File: config.mk
export PLATFORM = sky130hd
export DESIGN_NAME = tpw_timer_pwm
export DESIGN_NICKNAME = d
export VERILOG_FILES = /design/src/inc/tpw_pkg.sv /design/src/rtl/tpw_pin_sync.sv /design/src/rtl/tpw_timer_pwm.sv
export SDC_FILE = /design/constraint.sdc
export NUM_CORES = 1
export LEC_CHECK = 0
export BUFFER_PORTS_ARGS = -buffer_cell sky130_fd_sc_hd__buf_2
export CAP_MARGIN = 5
export CORE_MARGIN = 3
export CORE_UTILIZATION = 30
export CTS_CLUSTER_SIZE = 28
export DETAILED_ROUTE_END_ITERATION = 10
export PLACE_DENSITY_LB_ADDON = 0.05
export SKIP_LAST_GASP = 1
export SLEW_MARGIN = 5
export SYNTH_ARGS = -nofsm -noshare
export SYNTH_HDL_FRONTEND = slang
export SYNTH_SLANG_ARGS = --single-unit
File: constraint.sdc
create_clock -name clock -period 16.9 [get_ports clock]
set_clock_uncertainty 0.2 [all_clocks]
set_input_delay 1.69 -clock clock [delete_from_list [all_inputs] [get_ports clock]]
set_output_delay 1.69 -clock clock [all_outputs]
set_load 0.005 [all_outputs]
File: src/inc/tpw_pkg.sv
// package: register map, field layout and types for the 16-bit timer/pwm block
package tpw_pkg;
    // =========================================================
    // sizes
    localparam int unsigned TPW_NCH_DEF = 2;
    localparam int unsigned TPW_PRE_W = 7;
    // =========================================================
    // register byte offsets
    localparam logic [7:0] TPW_OFF_TSC = 8'h00;
    localparam logic [7:0] TPW_OFF_CNTH = 8'h04;
    localparam logic [7:0] TPW_OFF_CNTL = 8'h08;
    localparam logic [7:0] TPW_OFF_MODH = 8'h0C;
    localparam logic [7:0] TPW_OFF_MODL = 8'h10;
    // channel n sits at page (TPW_CH_PAGE0 + n), 16 bytes per page
    localparam logic [3:0] TPW_CH_PAGE0 = 4'h2;
    localparam logic [1:0] TPW_SUB_CSC = 2'h0;
    localparam logic [1:0] TPW_SUB_VH = 2'h1;
    localparam logic [1:0] TPW_SUB_VL = 2'h2;
    localparam logic [1:0] TPW_SUB_NONE = 2'h3;
    // =========================================================
    // field positions
    localparam int unsigned TSC_FLAG = 7;
    localparam int unsigned TSC_IE = 6;
    localparam int unsigned TSC_CENTER_PWM_MODE = 5;
    localparam int unsigned TSC_CLK_LO = 3;
    localparam int unsigned TSC_PS_LO = 0;
    localparam int unsigned CSC_FLAG = 7;
    localparam int unsigned CSC_IE = 6;
    localparam int unsigned CSC_MSB = 5;
    localparam int unsigned CSC_MSA = 4;
    localparam int unsigned CSC_ELSB = 3;
    localparam int unsigned CSC_ELSA = 2;
    // =========================================================
    // values
    localparam logic [15:0] TPW_CNT_MAX = 16'hFFFF;
    localparam logic [15:0] TPW_ZERO16 = 16'h0000;
    localparam logic [7:0] TPW_TSC_RST = 8'h00;
    localparam logic [23:0] TPW_RD_PAD = 24'h000000;

    typedef enum logic [1:0] {
        CLK_NONE = 2'b00,
        CLK_BUS = 2'b01,
        CLK_FIXED = 2'b10,
        CLK_EXT = 2'b11
    } tpw_clk_e;

    typedef enum logic [2:0] {
        MODE_OFF = 3'b000,
        MODE_CAPTURE = 3'b001,
        MODE_COMPARE = 3'b010,
        MODE_EDGE_PWM_MODE = 3'b011,
        MODE_CENTER_PWM_MODE = 3'b100
    } tpw_mode_e;

    typedef struct packed {
        logic flag;
        logic ie;
        logic center_pwm_mode;
        tpw_clk_e clk;
        logic [2:0] ps;
        logic [15:0] cnt;
        logic [15:0] modv;
        logic down;
        logic [TPW_PRE_W-1:0] pre;
    } tpw_timer_s;

    typedef struct packed {
        logic flag;
        logic ie;
        logic msb;
        logic msa;
        logic elsb;
        logic ela;
        logic [15:0] val;
        logic [15:0] wbuf;
        logic [15:0] rbuf;
        logic wr_hi;
        logic wr_lo;
        logic pend;
        logic rd_lat;
        logic rd_hi;
        logic pin;
        logic oe;
    } tpw_chan_s;

    typedef struct packed {
        logic s1;
        logic s2;
        logic s3;
    } tpw_sync_s;
endpackage

File: src/rtl/tpw_pin_sync.sv
// two-flop pin synchroniser with edge detection
module tpw_pin_sync (
    input wire logic clock,
    input wire logic rstn,
    input wire logic pin_in,
    output logic level,
    output logic rise,
    output logic fall
);
    tpw_pkg::tpw_sync_s s_r;
    tpw_pkg::tpw_sync_s s_nxt;

    always_comb begin
        s_nxt = s_r;
        s_nxt.s1 = pin_in;
        s_nxt.s2 = s_r.s1;
        s_nxt.s3 = s_r.s2;
    end

    always_ff @(posedge clock) begin
        if (!rstn) begin
            s_r <= '0;
        end else begin
            s_r <= s_nxt;
        end
    end

    assign level = s_r.s2;
    assign rise = s_r.s2 & ~s_r.s3;
    assign fall = ~s_r.s2 & s_r.s3;
endmodule

File: src/rtl/tpw_timer_pwm.sv
// 16-bit timer with capture, compare, edge and center pwm channels on apb
//
// Functional notes
// - capture edge: 01 rise, 10 fall, 11 both
// - compare action: 01 toggle, 10 clear, 11 set
// - mode 1X gives edge-aligned pwm polarity
// - center pwm: compare-up clears or sets output
// - center select global, counter goes up/down
// - channel value bytes reset to zero
// - capture read latches other byte until read
// - control write resets channel coherency latches
// - capture mode ignores channel value writes
// - halt freezes read latch, reads live value
// - compare/pwm writes buffered, transfer after both
// - clock none: transfer at second byte
// - compare with clock: transfer on counter tick
// - pwm with clock: transfer at modulus-1 step
// - halt writes keep partial sequence intact
// - clock select: none, bus, fixed, external
// - clock none stops, registers unchanged
// - external clock synchronised, slower than bus/4
// - wrap irq level while flag and enable
// - up mode flag on wrap to zero
// - center mode flag at up-to-down reversal at modulus
// - edge/level 00 releases pin from timer
// - capture or match sets flag, irq option
// - capture latches counter into channel value
// - counter up and wrap, or up/down
module tpw_timer_pwm #(
    parameter int unsigned NCH = tpw_pkg::TPW_NCH_DEF
) (
    input wire logic clock,
    input wire logic rstn,
    input wire logic psel,
    input wire logic penable,
    input wire logic pwrite,
    input wire logic [7:0] paddr,
    input wire logic [31:0] pwdata,
    output logic [31:0] prdata,
    output logic pready,
    output logic pslverr,
    input wire logic debug_halt,
    input wire logic fixed_clk_tick,
    input wire logic ext_clk_pin,
    input wire logic [NCH-1:0] chan_pin_in,
    output logic [NCH-1:0] chan_pin_out,
    output logic [NCH-1:0] chan_pin_oe,
    output logic wrap_irq,
    output logic [NCH-1:0] chan_irq
);
    typedef struct packed {
        tpw_pkg::tpw_timer_s tm;
        tpw_pkg::tpw_chan_s [NCH-1:0] ch;
        logic [31:0] prdata;
        logic pready;
        logic pslverr;
        logic wrap_irq;
        logic [NCH-1:0] chan_irq;
    } tpw_state_s;

    localparam int unsigned TPW_PRE_W_L = tpw_pkg::TPW_PRE_W;

    tpw_state_s s_r;
    tpw_state_s s_nxt;

    logic ext_rise;
    logic [NCH-1:0] pin_rise;
    logic [NCH-1:0] pin_fall;
    logic setup, wr, rd, ch_area, src_tick, cnt_tick, wrap_evt, step_up, pwm_load;
    logic [3:0] ch_idx;
    logic [15:0] term, cnt_step;
    logic [TPW_PRE_W_L-1:0] pre_top;
    tpw_pkg::tpw_mode_e [NCH-1:0] mode;
    logic [NCH-1:0] match, cap_evt, xfer, hit_csc, hit_vh, hit_vl;

    // =========================================================
    // pin synchronisers
    tpw_pin_sync u_ext_sync (
        .clock(clock),
        .rstn(rstn),
        .pin_in(ext_clk_pin),
        .level(),
        .rise(ext_rise),
        .fall()
    );

    for (genvar g = 0; g < NCH; g++) begin : g_sync
        tpw_pin_sync u_sync (
            .clock(clock),
            .rstn(rstn),
            .pin_in(chan_pin_in[g]),
            .level(),
            .rise(pin_rise[g]),
            .fall(pin_fall[g])
        );
    end

    function automatic tpw_pkg::tpw_mode_e mode_of(input logic center_pwm_mode, input tpw_pkg::tpw_chan_s c);
        if (!c.elsb && !c.ela) begin
            return tpw_pkg::MODE_OFF;
        end else if (center_pwm_mode) begin
            return tpw_pkg::MODE_CENTER_PWM_MODE;
        end else if (c.msb) begin
            return tpw_pkg::MODE_EDGE_PWM_MODE;
        end else if (c.msa) begin
            return tpw_pkg::MODE_COMPARE;
        end
        return tpw_pkg::MODE_CAPTURE;
    endfunction

    // =========================================================
    // next state
    always_comb begin
        logic [7:0] rd_byte;
        logic [15:0] wnew;
        logic ok;
        s_nxt = s_r;
        rd_byte = 8'h00;
        wnew = tpw_pkg::TPW_ZERO16;
        setup = psel & ~penable;
        wr = setup & pwrite;
        rd = setup & ~pwrite;
        ch_idx = 4'(paddr[7:4] - tpw_pkg::TPW_CH_PAGE0);
        ch_area = (paddr[7:4] >= tpw_pkg::TPW_CH_PAGE0) && (32'(ch_idx) < NCH)
            && (paddr[3:2] != tpw_pkg::TPW_SUB_NONE);
        ok = ch_area;
        // counter and prescaler
        unique case (s_r.tm.clk)
            tpw_pkg::CLK_NONE: src_tick = 1'b0;
            tpw_pkg::CLK_BUS: src_tick = 1'b1;
            tpw_pkg::CLK_FIXED: src_tick = fixed_clk_tick;
            tpw_pkg::CLK_EXT: src_tick = ext_rise;
        endcase
        pre_top = TPW_PRE_W_L'((8'h01 << s_r.tm.ps) - 8'h01);
        cnt_tick = src_tick & ~debug_halt & (s_r.tm.pre == pre_top);
        if (src_tick && !debug_halt) begin
            s_nxt.tm.pre = cnt_tick ? '0 : TPW_PRE_W_L'(s_r.tm.pre + 1'b1);
        end
        term = (s_r.tm.modv == tpw_pkg::TPW_ZERO16) ? tpw_pkg::TPW_CNT_MAX : s_r.tm.modv;
        pwm_load = cnt_tick && (s_r.tm.cnt == 16'(term - 16'h0001));
        wrap_evt = 1'b0;
        step_up = 1'b1;
        if (!s_r.tm.center_pwm_mode) begin
            wrap_evt = (s_r.tm.cnt == term);
            cnt_step = wrap_evt ? tpw_pkg::TPW_ZERO16 : 16'(s_r.tm.cnt + 16'h0001);
        end else if (!s_r.tm.down) begin
            wrap_evt = (s_r.tm.cnt == term);
            step_up = !wrap_evt;
            cnt_step = wrap_evt ? 16'(s_r.tm.cnt - 16'h0001) : 16'(s_r.tm.cnt + 16'h0001);
        end else begin
            step_up = (s_r.tm.cnt == tpw_pkg::TPW_ZERO16);
            cnt_step = step_up ? 16'(s_r.tm.cnt + 16'h0001) : 16'(s_r.tm.cnt - 16'h0001);
        end
        wrap_evt = wrap_evt & cnt_tick;
        if (cnt_tick) begin
            s_nxt.tm.cnt = cnt_step;
            s_nxt.tm.down = s_r.tm.center_pwm_mode & ~step_up;
        end
        if (wrap_evt) begin
            s_nxt.tm.flag = 1'b1;
        end
        // channel hardware events
        for (int i = 0; i < NCH; i++) begin
            mode[i] = mode_of(s_r.tm.center_pwm_mode, s_r.ch[i]);
            hit_csc[i] = ch_area && (ch_idx == 4'(i)) && (paddr[3:2] == tpw_pkg::TPW_SUB_CSC);
            hit_vh[i] = ch_area && (ch_idx == 4'(i)) && (paddr[3:2] == tpw_pkg::TPW_SUB_VH);
            hit_vl[i] = ch_area && (ch_idx == 4'(i)) && (paddr[3:2] == tpw_pkg::TPW_SUB_VL);
            match[i] = cnt_tick && (cnt_step == s_r.ch[i].val);
            cap_evt[i] = (mode[i] == tpw_pkg::MODE_CAPTURE)
                && ((s_r.ch[i].ela && pin_rise[i]) || (s_r.ch[i].elsb && pin_fall[i]));
            xfer[i] = s_r.ch[i].pend && ((s_r.tm.clk == tpw_pkg::CLK_NONE)
                || ((mode[i] == tpw_pkg::MODE_COMPARE) && cnt_tick)
                || (((mode[i] == tpw_pkg::MODE_EDGE_PWM_MODE) || (mode[i] == tpw_pkg::MODE_CENTER_PWM_MODE))
                    && pwm_load));
            s_nxt.ch[i].oe = (mode[i] != tpw_pkg::MODE_OFF) && (mode[i] != tpw_pkg::MODE_CAPTURE);
            if (xfer[i]) begin
                s_nxt.ch[i].val = s_r.ch[i].wbuf;
                s_nxt.ch[i].pend = 1'b0;
            end
            if (cap_evt[i]) begin
                s_nxt.ch[i].val = s_r.tm.cnt;
                s_nxt.ch[i].flag = 1'b1;
            end
            unique case (mode[i])
                tpw_pkg::MODE_COMPARE: begin
                    if (match[i]) begin
                        s_nxt.ch[i].flag = 1'b1;
                        s_nxt.ch[i].pin = s_r.ch[i].elsb
                            ? s_r.ch[i].ela : ~s_r.ch[i].pin;
                    end
                end
                tpw_pkg::MODE_EDGE_PWM_MODE: begin
                    if (wrap_evt) begin
                        s_nxt.ch[i].pin = ~s_r.ch[i].ela;
                    end
                    if (match[i]) begin
                        s_nxt.ch[i].flag = 1'b1;
                        s_nxt.ch[i].pin = s_r.ch[i].ela;
                    end
                end
                tpw_pkg::MODE_CENTER_PWM_MODE: begin
                    if (match[i]) begin
                        s_nxt.ch[i].flag = 1'b1;
                        s_nxt.ch[i].pin = step_up ? s_r.ch[i].ela : ~s_r.ch[i].ela;
                    end
                    if ((s_r.ch[i].val == tpw_pkg::TPW_ZERO16) || s_r.ch[i].val[15]) begin
                        s_nxt.ch[i].pin = s_r.ch[i].ela;
                    end
                end
                default: begin
                end
            endcase
        end
        // bus: effects commit in the setup cycle, answer one cycle later
        unique case (paddr)
            tpw_pkg::TPW_OFF_TSC: begin
                ok = 1'b1;
                rd_byte = {s_r.tm.flag, s_r.tm.ie, s_r.tm.center_pwm_mode, s_r.tm.clk, s_r.tm.ps};
                if (wr) begin
                    s_nxt.tm.flag = wrap_evt | (s_r.tm.flag & pwdata[tpw_pkg::TSC_FLAG]);
                    s_nxt.tm.ie = pwdata[tpw_pkg::TSC_IE];
                    s_nxt.tm.center_pwm_mode = pwdata[tpw_pkg::TSC_CENTER_PWM_MODE];
                    s_nxt.tm.clk = tpw_pkg::tpw_clk_e'(pwdata[tpw_pkg::TSC_CLK_LO +: 2]);
                    s_nxt.tm.ps = pwdata[tpw_pkg::TSC_PS_LO +: 3];
                end
            end
            tpw_pkg::TPW_OFF_CNTH, tpw_pkg::TPW_OFF_CNTL: begin
                ok = 1'b1;
                rd_byte = (paddr == tpw_pkg::TPW_OFF_CNTH) ? s_r.tm.cnt[15:8] : s_r.tm.cnt[7:0];
                if (wr) begin
                    s_nxt.tm.cnt = tpw_pkg::TPW_ZERO16;
                    s_nxt.tm.pre = '0;
                    s_nxt.tm.down = 1'b0;
                end
            end
            tpw_pkg::TPW_OFF_MODH: begin
                ok = 1'b1;
                rd_byte = s_r.tm.modv[15:8];
                if (wr) begin
                    s_nxt.tm.modv[15:8] = pwdata[7:0];
                end
            end
            tpw_pkg::TPW_OFF_MODL: begin
                ok = 1'b1;
                rd_byte = s_r.tm.modv[7:0];
                if (wr) begin
                    s_nxt.tm.modv[7:0] = pwdata[7:0];
                end
            end
            default: begin
            end
        endcase
        for (int i = 0; i < NCH; i++) begin
            if (hit_csc[i]) begin
                rd_byte = {s_r.ch[i].flag, s_r.ch[i].ie, s_r.ch[i].msb, s_r.ch[i].msa,
                    s_r.ch[i].elsb, s_r.ch[i].ela, 2'b00};
                if (wr) begin
                    s_nxt.ch[i].flag = cap_evt[i] | (match[i] && (mode[i] != tpw_pkg::MODE_OFF)
                        && (mode[i] != tpw_pkg::MODE_CAPTURE))
                        | (s_r.ch[i].flag & pwdata[tpw_pkg::CSC_FLAG]);
                    s_nxt.ch[i].ie = pwdata[tpw_pkg::CSC_IE];
                    s_nxt.ch[i].msb = pwdata[tpw_pkg::CSC_MSB];
                    s_nxt.ch[i].msa = pwdata[tpw_pkg::CSC_MSA];
                    s_nxt.ch[i].elsb = pwdata[tpw_pkg::CSC_ELSB];
                    s_nxt.ch[i].ela = pwdata[tpw_pkg::CSC_ELSA];
                    s_nxt.ch[i].wr_hi = 1'b0;
                    s_nxt.ch[i].wr_lo = 1'b0;
                    s_nxt.ch[i].rd_lat = 1'b0;
                end
            end
            if (hit_vh[i] || hit_vl[i]) begin
                if ((mode[i] == tpw_pkg::MODE_CAPTURE) && !debug_halt && s_r.ch[i].rd_lat) begin
                    rd_byte = hit_vh[i] ? s_r.ch[i].rbuf[15:8] : s_r.ch[i].rbuf[7:0];
                end else begin
                    rd_byte = hit_vh[i] ? s_r.ch[i].val[15:8] : s_r.ch[i].val[7:0];
                end
                if (rd && (mode[i] == tpw_pkg::MODE_CAPTURE) && !debug_halt) begin
                    if (!s_r.ch[i].rd_lat) begin
                        s_nxt.ch[i].rbuf = s_r.ch[i].val;
                        s_nxt.ch[i].rd_lat = 1'b1;
                        s_nxt.ch[i].rd_hi = hit_vh[i];
                    end else if (s_r.ch[i].rd_hi != hit_vh[i]) begin
                        s_nxt.ch[i].rd_lat = 1'b0;
                    end
                end
                if (wr && (mode[i] != tpw_pkg::MODE_CAPTURE)) begin
                    if (debug_halt) begin
                        if (hit_vh[i]) begin
                            s_nxt.ch[i].val[15:8] = pwdata[7:0];
                        end else begin
                            s_nxt.ch[i].val[7:0] = pwdata[7:0];
                        end
                    end else begin
                        wnew = s_r.ch[i].wbuf;
                        if (hit_vh[i]) begin
                            wnew[15:8] = pwdata[7:0];
                        end else begin
                            wnew[7:0] = pwdata[7:0];
                        end
                        s_nxt.ch[i].wbuf = wnew;
                        s_nxt.ch[i].wr_hi = s_r.ch[i].wr_hi | hit_vh[i];
                        s_nxt.ch[i].wr_lo = s_r.ch[i].wr_lo | hit_vl[i];
                        if ((s_r.ch[i].wr_hi | hit_vh[i]) && (s_r.ch[i].wr_lo | hit_vl[i])) begin
                            s_nxt.ch[i].wr_hi = 1'b0;
                            s_nxt.ch[i].wr_lo = 1'b0;
                            if (s_r.tm.clk == tpw_pkg::CLK_NONE) begin
                                s_nxt.ch[i].val = wnew;
                                s_nxt.ch[i].pend = 1'b0;
                            end else begin
                                s_nxt.ch[i].pend = 1'b1;
                            end
                        end
                    end
                end
            end
            s_nxt.chan_irq[i] = s_nxt.ch[i].flag & s_nxt.ch[i].ie;
        end
        s_nxt.wrap_irq = s_nxt.tm.flag & s_nxt.tm.ie;
        s_nxt.pready = setup;
        s_nxt.pslverr = setup & ~ok;
        if (rd) begin
            s_nxt.prdata = {tpw_pkg::TPW_RD_PAD, rd_byte};
        end
    end

    always_ff @(posedge clock) begin
        if (!rstn) begin
            s_r <= '0;
            s_r.tm.clk <= tpw_pkg::CLK_NONE;
        end else begin
            s_r <= s_nxt;
        end
    end

    assign prdata = s_r.prdata;
    assign pready = s_r.pready;
    assign pslverr = s_r.pslverr;
    assign wrap_irq = s_r.wrap_irq;
    assign chan_irq = s_r.chan_irq;
    for (genvar g = 0; g < NCH; g++) begin : g_out
        assign chan_pin_out[g] = s_r.ch[g].pin;
        assign chan_pin_oe[g] = s_r.ch[g].oe;
    end
endmodule

==> results.txt, run 1 <==
Clock tree synthesis selected as its root buffer the cell sky130_fd_sc_hd__clkbuf_16. The number of post-CTS setup repair buffers is 0. The number of warnings printed during yosys synthesis is 0. The standard cell core area is between 40000 and 50000 um^2. The detailed router finished its first iteration with 1191 violations. The number of H-tree levels came out at 4. Counting flops with a built-in enable in the synthesized netlist gives 0.

The worst min-delay path category is register to register. The share of the synthesized area in the top cell type came out at 0.3085. Among all flip-flop cells after synthesis, the most frequent one is sky130_fd_sc_hd__dfxtp_1. The number of hold buffers added after CTS is 0. The quantity of I/O buffers inserted on ports is 42. The overall die height came out at between 200 and 250 um. TritonCTS built the clock tree. The share of synthesized flip-flops with an asynchronous set or reset came out at 0.

The actual slew at the worst max-slew pin is 1394 ps. The routed via count is 12240. IR analysis of the VDD net gives a maximum drop of 0.07499 mV. The sink count of the clock tree came out at 192. The count of pins over their slew limit came out at 0. The overall track demand over capacity in global routing is 0.2442. The maximum frequency from static timing analysis came out at 153.0 MHz. The half-perimeter wire length after detailed placement came out at roughly 38 mm.

For the worst setup path, the data arrival time is around 6700 ps. The library cell used most frequently in the layout, excluding fill and tap cells, is sky130_fd_sc_hd__nor2_1. Measured against its own limit, the worst slew margin works out to 0.07062. The share of layout cells above drive strength 1 is 0.09349. The remaining design rule violation count is 0. Once detail routing completed, the nets flagged for antenna violations numbered 0. Setup repair after global routing left no endpoint under its margin. The count of endpoints failing hold in the final timing report came to 0. The share of the Yosys chip area taken by registers is 0.3085. The number of antenna violations at the first check in global routing came out at 1. The post-route fraction of the period consumed by the critical path came out at 0.3867. The number of distinct standard cells referenced by the synthesized netlist is 84. The clock transition time at the flip-flop clock pins of the worst setup and hold paths is 80 ps. The final design instance area without fill came out at 13430 um^2. Counting every instance in the synthesized netlist gives 1588. The largest net degree at the start of global routing is 62. In the post-synthesis netlist, the biggest area contributors are sky130_fd_sc_hd__dfxtp_1 (31%), sky130_fd_sc_hd__mux2i_1 (7.9%), sky130_fd_sc_hd__nor2_1 (6.3%), sky130_fd_sc_hd__a21oi_1 (5.3%), sky130_fd_sc_hd__o21ai_0 (3.8%). The worst setup path is of the register to register kind.

The number of setup violations in the final report came out at 0. The number of gates resized after CTS came out at 0. The highest net fanout along the worst path is 24. The routed wirelength normalized by instance count came out at ~26 um. The buffer depth of the longest clock path came out at 2. The placement row count is 74. The number of global-route vias before repair came out at 11600. The tool flagged a number of max-cap violations equal to 0. The first detailed-routing pass ran for 6 iterations. The worst setup path is launched from a register.

Fill cells in the final layout number 4463. The sum of negative setup slack came out at 0 ps. The worst path required time came out at 17100 ps.

The number of synthesized register bits came out at roughly 190. In the layout the commonest cells are sky130_fd_sc_hd__nor2_1 (206), sky130_fd_sc_hd__dfxtp_1 (192), sky130_fd_sc_hd__a21oi_1 (133). The count of pins on the block boundary came out at 91. The leakage power figure came out at roughly 4.8 nW. The worst path needs 6535 ps of the cycle, external delays included. The die is 209.8 um wide. Of all cell types, the one taking the most synthesized area is sky130_fd_sc_hd__dfxtp_1. The total clock buffers created by CTS came out at 17. After detailed placement, the total cell area comes to approximately 13000 um^2. The total power divided by cell area came out at 68.82 nW/um^2. The first-pass GRT wire length is 80.08 mm. The area of the mapped netlist is 12460 um^2. The final routed wirelength across all metal layers came out at roughly 55 mm. The full die area is 44010 um^2. Clock latency on the worst-skew pair, taken at its later pin, is 470 ps. The routed via count divided by cell count came out at 5.872. The net count reported at finish is 1595. STA classifies the critical path endpoint as a register. The mean area per synthesized cell is 7.846 um^2.

The initial utilization of the core area, before any placement, comes to 0.3045. The total overflow left after global routing is 0. Relative to the synthesized area, the layout overhead comes to 7.823%.

The run finished with clean final reports. The weighted congestion reported at the end of routability-driven placement came out at 0.8998.
[routing by layer]
layer | global-route usage | wire length [um] | vias to the layer above | share of wire
li1 | - | - | 5706 | -
met1 | 0.3432 | 25540 | 6076 | 0.47
met2 | 0.3861 | 24770 | 376 | 0.45
met3 | 0.03333 | 2662 | 85 | 0.049
met4 | 0.08129 | 1547 | 0 | 0.028
met5 | 0 | 0 | - | 0
[path summary, 6_finish.rpt]
check / startpoint / to / slack (ps) / cells past startpoint
worst max-delay path: s_r[170] / s_r[89] / 10370 / 16
worst min-delay path: g_sync[1].u_sync.s_nxt[1] / g_sync[1].u_sync.level / 230 / 1
worst min register to register: g_sync[1].u_sync.s_nxt[1] / g_sync[1].u_sync.level / 230 / 1
worst max register to register: s_r[170] / s_r[89] / 10370 / 16
[Yosys cell counts, drive strengths merged, types with 28 or more instances]
cell / count
nor2: 208
dfxtp: 192
a21oi: 133
nand2: 125
clkbuf: 106
mux2i: 98
o21ai: 98
buf: 55
nor3: 42
nand3: 40
xnor2: 35
inv: 32
a221oi: 31
o22ai: 31
xor2: 29
a22oi: 28
[layout make-up]
cell class	instances	area [um^2]	area share
multi-input cells	1226	7820	0.5821
inverters	32	121.4	0.009034
clock buffers	19	442.9	0.03297
flip-flops and latches	192	3844	0.2861
well taps	532	665.6	0.04955
repair buffers	71	427.9	0.03185
clock inverters	11	107.6	0.008010
diodes	2	5.005	0.0003725
[power by group]
group          internal (mW)  switching (mW)  leakage, nW  total, mW
sequential             0.454        0.000844         1.55      0.454
combinational         0.0143          0.0456         2.98     0.0599
clock                  0.208           0.203        0.267      0.410
[worst max-delay path, cell delays in order, from the launching register on]
cell and delay, ps:
sky130_fd_sc_hd__dfxtp_1 600, sky130_fd_sc_hd__nor4_2 150, sky130_fd_sc_hd__and4_1 480, sky130_fd_sc_hd__nor2_1 200, sky130_fd_sc_hd__ha_1 210, sky130_fd_sc_hd__or4b_2 640, sky130_fd_sc_hd__or4b_2 720, sky130_fd_sc_hd__nor3_1 330
sky130_fd_sc_hd__a21oi_1 110, sky130_fd_sc_hd__nor4b_1 310, sky130_fd_sc_hd__o2111ai_1 330, sky130_fd_sc_hd__o41ai_1 520, sky130_fd_sc_hd__a21oi_1 190, sky130_fd_sc_hd__nand2b_1 750, sky130_fd_sc_hd__mux2i_1 290, sky130_fd_sc_hd__a221o_1 330
sky130_fd_sc_hd__o21ai_0 70
[cell families after synthesis]
| kind of cell | after synthesis | synth area share |
|---|---|---|
| adders and majority gates | 5 | 0.005021 |
| and+or+nand+nor | 559 | 0.2135 |
| DFF | 192 | 0.3085 |
| AOI/OAI and AO/OA | 458 | 0.2456 |
| muxes | 115 | 0.1077 |
| other | 1 | 0.0003010 |
| xor gates and xnor gates | 65 | 0.04680 |
| buffers and inverters | 193 | 0.07260 |
[per-stage QoR]
stage                     hold slack (ps)  utilization  total power [mW]  setup slack, ps  cells
after floorplan                     211.9            -            0.5037            11610   1611
after global placement              217.7       0.3147            0.5240            10330   2053
after detailed placement            218.5       0.3147            0.5241            10370   2053
after CTS                           236.7       0.3281            0.9328            10390   2083
after global routing                258.1       0.3281            0.9538            10030   2083
final                               234.7       0.3283            0.9245            10370   2085
[sequential cells by signal (all words and copies together) (netlist names), 2 cells and up]
| register | flops |
|---|---|
| prdata | 8 |
| g_sync.u_sync.s_r | 2 |
| g_sync.u_sync.s_nxt | 2 |
| g_sync.u_sync.level | 2 |
| s_r | 166 |
| chan_irq | 2 |
| chan_pin_out | 2 |
| chan_pin_oe | 2 |
Power figures use the tool's default switching activity.
==> run 2, diff against run 1 <==
==> constraint.sdc (replaced) <==
create_clock -name clock -period 5.95 [get_ports clock]
set_clock_uncertainty 0.2 [all_clocks]
set_input_delay 0.595 -clock clock [delete_from_list [all_inputs] [get_ports clock]]
set_output_delay 0.595 -clock clock [all_outputs]
set_load 0.005 [all_outputs]
==> run 2 against run 1 <==
Net effect:
- sequential share of layout area down 0.59 points
- worst setup slack worse by 10000 ps
- fmax up 16%
- final area up 2.1%
- combinational power rose to 2.9 times the previous value
- largest power group unchanged
==> results.txt, run 2 (synthesis gave the netlist of run 1 again) <==
The total global routing overflow came out at 0 (unchanged). The number of maximum-capacitance violations is 0 (unchanged). The leakage power figure is 4.973 nW (was 4.796 nW). The kind of end point of the critical path is a register (unchanged). Series of cell instances along the critical path: nor4_1 -> and4_1 -> nor2_1 -> ha_1 -> or4b_2 -> or4b_2 -> nor3_1 -> a21oi_1 -> nor4b_1 -> o2111ai_1 -> o41ai_1 -> a21oi_1 -> nand2b_1 -> buf_4 -> mux2i_1 -> a221oi_1 (was nor4_2 -> and4_1 -> nor2_1 -> ha_1 -> or4b_2 -> or4b_2 -> nor3_1 -> a21oi_1 -> nor4b_1 -> o2111ai_1 -> o41ai_1 -> a21oi_1 -> nand2b_1 -> mux2i_1 -> a221o_1 -> o21ai_0). The routed via count divided by cell count is 5.825 (was 5.872). The flip-flop count of the largest register, all copies and words added was 166 (unchanged). The register containing the most flip-flops in the final layout is s_r (unchanged). The reg-to-reg endpoint is s_r[83] (was s_r[89]). The count of endpoints failing hold in the final timing report is 0 (unchanged). The initial core utilization is 0.3045 (unchanged). The final routed wirelength across all metal layers came out at 55.43 mm (was 54.52 mm). The met2 layer usage reported by global route was 0.3809 (was 0.3861). The horizontal die dimension came out at 209.8 um (unchanged). The overall track demand over capacity in global routing came out at 0.2478 (was 0.2442).

The element type at the critical path start is a register (unchanged). The share of layout cells above drive strength 1 came to 0.1135 (was 0.09349). The critical path's largest stage delay is 710 ps (was 750 ps).

The met3 track demand over resource is 0.03064 (was 0.03333). The routed via count came to 12340 (was 12240). The quantity of I/O buffers inserted on ports is 42 (unchanged).

The number of post-CTS setup repair buffers came out at 0 (unchanged). The first-pass GRT wire length is 80.89 mm (was 80.08 mm). The overall die height is 209.8 um (unchanged).

The register-to-register path setup slack is 320 ps (was 10370 ps). The largest net degree at the start of global routing is 60 (was 62). The count of pins over their slew limit is 0 (unchanged). The half-perimeter wire length after detailed placement is 39.52 mm (was 37.66 mm). The critical path data arrival time is 5800 ps (was 6730 ps). The clock transition time at the flip-flop clock pins of the worst setup and hold paths came out at 80 ps (about the same). The worst path required time came to 6130 ps (was 17100 ps). The buffer depth of the longest clock path is 2 (unchanged). The master of the slowest instance on the critical path is sky130_fd_sc_hd__or4b_2 (was sky130_fd_sc_hd__nand2b_1). The detailed router's first-iteration violation count came to 1236 (was 1191). The number of antenna violations at the first check in global routing came to 1 (unchanged). The layer with the highest usage was met2 (unchanged). The worst slew margin relative to its limit is 0.1826 (was 0.07062). The CTS tree is yes (unchanged). The weighted congestion reported at the end of routability-driven placement came out at 0.9043 (was 0.8998). The category of cells accounting for the largest share of critical-path delay was simple AND/OR/NAND/NOR gates (unchanged). The count of pins on the block boundary came out at 91 (unchanged).

The number of setup violations in the final report came out at 0 (unchanged). The count of buffering cells on the critical path with inverters included came out at 1 (was 0). The length of the first detailed-routing pass in iterations is 6 (unchanged). The instance count after placement with tap cells included came out at 2086 (was 2053).

The critical path depth came out at 16 (unchanged). The number of global-route vias before repair was 11570 (was 11600). Commonest cells after routing, fill and taps aside: sky130_fd_sc_hd__nor2_1 (206), sky130_fd_sc_hd__dfxtp_1 (192), sky130_fd_sc_hd__a21oi_1 (133) (unchanged). The total chip power came to 2.682 mW (was 924.5 uW). The worst-case hold slack came to 130.6 ps (was 234.7 ps). The number of H-tree levels came out at 4 (unchanged).

The total power divided by cell area came out at 195.5 nW/um^2 (was 68.82 nW/um^2). The standard cell core area came out at 40920 um^2 (unchanged). The peak supply drop came out at 0.2095 mV (was 0.07499 mV). The post-route fraction of the period consumed by the critical path was 0.9458 (was 0.3867).

The most common cell after layout, fill and taps aside was sky130_fd_sc_hd__nor2_1 (unchanged). The routed wirelength normalized by instance count came out at 26.16 um (was 26.15 um). The final standard cell utilization of the core is 0.3352 (was 0.3283). The met1 global-route usage came out at 0.3550 (was 0.3432). The sum of negative setup slack was 0 ps (unchanged). The worst min-delay path category was input pin to register (was register to register). The startpoint of the lowest-slack register-to-register path was s_r[168] (was s_r[170]). The full die area came out at 44010 um^2 (unchanged). The highest net fanout along the worst path came out at 14 (was 24).

The final standard cell count with taps included and fillers excluded came out at 2119 (was 2085). The critical path startpoint is s_r[168] (was s_r[170]). The remaining number of nets flagged by the antenna check after routing is 0 (unchanged). The final critical delay including setup and external delays came out at 5627 ps (was 6535 ps). The number of hold buffers added after CTS came out at 0 (unchanged). The clock root buffer is sky130_fd_sc_hd__clkbuf_16 (unchanged).

The maximum frequency from static timing analysis was 177.7 MHz (was 153.0 MHz). The placement row count came out at 74 (unchanged). The number of gates resized after CTS was 0 (unchanged). The net count reported at finish is 1628 (was 1595). The sink count of the clock tree came to 192 (unchanged). The remaining design rule violation count came out at 0 (unchanged). The layout overhead on the synthesized area is 10.09% (was 7.823%). RSZ-0062 raised after global routing: no (unchanged). Result of the run: completed (unchanged). The depth of the worst register-to-register path came out at 16 (unchanged). The actual slew at the worst max-slew pin came to 1225 ps (was 1394 ps). The worst setup path category is register to register (unchanged). The end of the critical path is s_r[83] (was s_r[89]). The insertion delay to the later sink of the worst-skew pair came out at 470 ps (about the same). The total clock buffers created by CTS is 17 (unchanged).
==> run 2: per-layer routing <==
metal  part of all wire  up-vias
met2               0.44      474
met3              0.059       81
met5                  0        -
li1                   -     5752
met1               0.47     6036
met4              0.034        0
==> run 2: how the worst min path moves through the flow <==
stage          depth (start not counted)  slack, ps                       from                   endpoint
4_1_cts                                2        110             chan_pin_in[0]  g_sync[0].u_sync.s_nxt[1]
5_1_grt                                2        120             chan_pin_in[0]  g_sync[0].u_sync.s_nxt[1]
2_1_floorplan                          1        210  g_sync[0].u_sync.s_nxt[1]     g_sync[0].u_sync.level
6_report                               2        130                ext_clk_pin        u_ext_sync.s_nxt[1]
3_5_place_dp                           1        220        u_ext_sync.s_nxt[1]           u_ext_sync.level
3_3_place_gp                           1        220        u_ext_sync.s_nxt[1]           u_ext_sync.level
==> run 2: report_power, final <==
group          internal [mW]  switching (mW)
Clock                  0.627           0.589
Combinational         0.0438           0.130
Sequential              1.29         0.00397
==> run 2: area by class of cell <==
cell class	instances	area, um^2
Antenna cell	1	2.502
Sequential cell	192	3844
Clock inverter	14	158.9
Timing Repair Buffer	104	675.6
Multi-Input combinational cell	1226	7820
Tap cell	532	665.6
Clock buffer	18	429.2
Fill cell	4381	27210
Inverter	32	121.4
==> run 2: per-stage QoR <==
step / setup slack, ps / cell area (um^2)
floorplan: 663.4 / 12550
global placement: 481.7 / 13130
detailed placement: 404.7 / 13130
CTS: 378.7 / 13710
global route: 15.47 / 13710
finish: 322.8 / 13720
==> run 3, diff against run 2 <==
--- a/config.mk
+++ b/config.mk
@@ -11,6 +11,7 @@
 export CORE_UTILIZATION = 30
 export CTS_CLUSTER_SIZE = 28
 export DETAILED_ROUTE_END_ITERATION = 10
+export HOLD_SLACK_MARGIN = 0.12
 export PLACE_DENSITY_LB_ADDON = 0.05
 export SKIP_LAST_GASP = 1
 export SLEW_MARGIN = 5
==> constraint.sdc (replaced) <==
create_clock -name clock -period 6.44 [get_ports clock]
set_clock_uncertainty 0.2 [all_clocks]
set_input_delay 0.644 -clock clock [delete_from_list [all_inputs] [get_ports clock]]
set_output_delay 0.644 -clock clock [all_outputs]
set_load 0.005 [all_outputs]
==> run 3 against run 2 <==
Net effect:
- clock power decreased by 13%
- clock-buffer cell count up 3
- critical path type unchanged
- critical endpoint is now s_r[90]
- worst setup slack better by 480 ps
- utilization shrank 0.34 points
- global-route usage rose by 0.29 points
- final area shrank 1.0%
- sequential share of layout area increased by 0.29 points
- first-iteration DRC count is essentially flat
==> results.txt, run 3 (synthesis gave the netlist of run 1 again) <==
The clock root buffer is sky130_fd_sc_hd__clkbuf_16 (unchanged). The number of antenna violations at the first check in global routing is 3 (was 1). The number of cells on the worst hold path was 2 (unchanged). The element type at the critical path start is a register (unchanged). Result of the run: completed (unchanged). The worst setup path category is register to register (unchanged). The final critical delay including setup and external delays is 5635 ps (was 5627 ps). The half-perimeter wire length after detailed placement is 39.05 mm (was 39.52 mm). The critical path startpoint is s_r[170] (was s_r[168]). The sink count of the clock tree came to 192 (unchanged). The post-route fraction of the period consumed by the critical path is 0.8749 (was 0.9458).

The overall die height is 209.8 um (unchanged). The net count reported at finish is 1613 (was 1628). The final routed wirelength across all metal layers came out at 55.51 mm (was 55.43 mm). The horizontal die dimension is 209.8 um (unchanged). The register containing the most flip-flops in the final layout is s_r (unchanged). The clock transition time at the flip-flop clock pins of the worst setup and hold paths came out at 70 ps (was 80 ps).

The most common cell after layout, fill and taps aside is sky130_fd_sc_hd__nor2_1 (unchanged). The number of H-tree levels came to 4 (unchanged). The worst slew margin relative to its limit was 0.1959 (was 0.1826). The number of global-route vias before repair is 11570 (about the same). The routed via count was 12290 (was 12340). The count of endpoints failing hold in the final timing report is 0 (unchanged). The count of pins over their slew limit came to 0 (unchanged).

The weighted congestion reported at the end of routability-driven placement was 0.8881 (was 0.9043). The worst min-delay path category is input pin to register (unchanged). The number of setup violations in the final report is 0 (unchanged).

The placed cell area is 13020 um^2 (was 13130 um^2). The flip-flop count of the largest register, all copies and words added came out at 166 (unchanged). The peak supply drop was 0.1965 mV (was 0.2095 mV). The layout overhead on the synthesized area came out at 8.968% (was 10.09%). The total power divided by cell area is 178.1 nW/um^2 (was 195.5 nW/um^2). The worst slack at placement came out at 912.4 ps (was 404.7 ps). The depth of the worst register-to-register path came out at 17 (was 16).

The number of maximum-capacitance violations is 0 (unchanged). The highest net fanout along the worst path was 17 (was 14). The met3 wire length came out at 2.865 mm (was 3.268 mm). The remaining number of nets flagged by the antenna check after routing came out at 0 (unchanged). The standard cell core area is 40920 um^2 (unchanged).

The worst-case hold slack came to 171.5 ps (was 130.6 ps). The detailed router's first-iteration violation count is 1237 (was 1236). The total chip power came out at 2.418 mW (was 2.682 mW). The startpoint of the lowest-slack register-to-register path is s_r[170] (was s_r[168]). The number of post-CTS setup repair buffers is 0 (unchanged). The placement row count came to 74 (unchanged). The total global routing overflow is 0 (unchanged). The overall track demand over capacity in global routing came out at 0.2507 (was 0.2478). The full die area is 44010 um^2 (unchanged). The buffer depth of the longest clock path is 2 (unchanged).

The leakage power figure came out at 4.879 nW (was 4.973 nW). The kind of end point of the critical path is a register (unchanged). The maximum frequency from static timing analysis came out at 177.5 MHz (was 177.7 MHz).

The count of pins on the block boundary is 91 (unchanged). The share of layout cells above drive strength 1 came out at 0.1020 (was 0.1135). RSZ-0062 raised after global routing: no (unchanged). The critical path data arrival time is 5840 ps (was 5800 ps).

The routed via count divided by cell count is 5.851 (was 5.825). The insertion delay to the later sink of the worst-skew pair is 500 ps (was 470 ps). The total routed wire length on the met1 layer came out at 25.90 mm (was 25.80 mm). The detailed route wirelength on metal2 is 25.13 mm (was 24.48 mm). The final design instance area without fill is 13580 um^2 (was 13720 um^2).

The CTS tree is yes (unchanged). The worst path required time is 6650 ps (was 6130 ps). The length of the first detailed-routing pass in iterations came out at 5 (was 6).

The start point of the worst min-delay path is chan_pin_in[0] (was ext_clk_pin). The remaining design rule violation count was 0 (unchanged). The number of hold buffers added after CTS is 1 (was 0).

The number of gates resized after CTS came to 0 (unchanged). The highest metal layer with signal wires is met4 (unchanged). Commonest cells after routing, fill and taps aside: sky130_fd_sc_hd__nor2_1 (206), sky130_fd_sc_hd__dfxtp_1 (192), sky130_fd_sc_hd__a21oi_1 (133) (unchanged). The initial core utilization is 0.3045 (unchanged).

The final setup slack of the worst path is 805.4 ps (was 322.8 ps). The total clock buffers created by CTS was 17 (unchanged). The actual slew at the worst max-slew pin came out at 1206 ps (was 1225 ps). The largest net degree at the start of global routing was 69 (was 60). The quantity of I/O buffers inserted on ports was 42 (unchanged). The sum of negative setup slack came to 0 ps (unchanged). The first-pass GRT wire length is 81.24 mm (was 80.89 mm).

The routed wirelength normalized by instance count is 26.42 um (was 26.16 um).
-- run 3: layout make-up --
cell class	count	area (um^2)
well taps	532	665.6
flip-flops and latches	192	3844
repair buffers	89	578.1
fillers	4447	27350
multi-input cells	1226	7820
clock buffers	21	460.4
diodes	1	2.502
clock inverters	8	85.08
inverters	32	121.4
-- run 3: final timing paths --
path | slack, ps | to
setup reg to reg | 810 | s_r[90]
hold reg to reg | 240 | g_sync[1].u_sync.level
setup / recovery | 810 | s_r[90]
hold / removal | 170 | g_sync[0].u_sync.s_nxt[1]
-- run 3: layer usage --
metal | GRT usage | up-vias
li1 | - | 5733
met1 | 0.3563 | 6079
met2 | 0.3900 | 410
met3 | 0.03587 | 71
met4 | 0.08453 | 0
met5 | 0 | -
-- run 3: critical path, stage by stage (launching register included) --
cell and delay (ps):
sky130_fd_sc_hd__dfxtp_1 560, sky130_fd_sc_hd__nor4_2 150, sky130_fd_sc_hd__and4_1 250, sky130_fd_sc_hd__nor2_1 110
sky130_fd_sc_hd__ha_1 200, sky130_fd_sc_hd__or4b_2 640, sky130_fd_sc_hd__or4b_2 720, sky130_fd_sc_hd__nor3_1 280
sky130_fd_sc_hd__a21oi_1 80, sky130_fd_sc_hd__nor4b_1 290, sky130_fd_sc_hd__o2111ai_1 310, sky130_fd_sc_hd__o41ai_1 560
sky130_fd_sc_hd__a21oi_1 200, sky130_fd_sc_hd__nand2b_1 210, sky130_fd_sc_hd__buf_4 240, sky130_fd_sc_hd__mux2i_1 160
sky130_fd_sc_hd__a221o_1 310, sky130_fd_sc_hd__o21ai_0 80
-- run 3: report_power, final --
part           switching, mW  internal (mW)
Clock                  0.516          0.548
Combinational          0.117         0.0394
Sequential           0.00685           1.19
-- run 3: through the flow --
stage	utilization	std cells
floorplan	-	1611
global placement	0.3181	2070
detailed placement	0.3181	2070
CTS	0.3317	2100
global route	0.3317	2100
finish	0.3318	2101
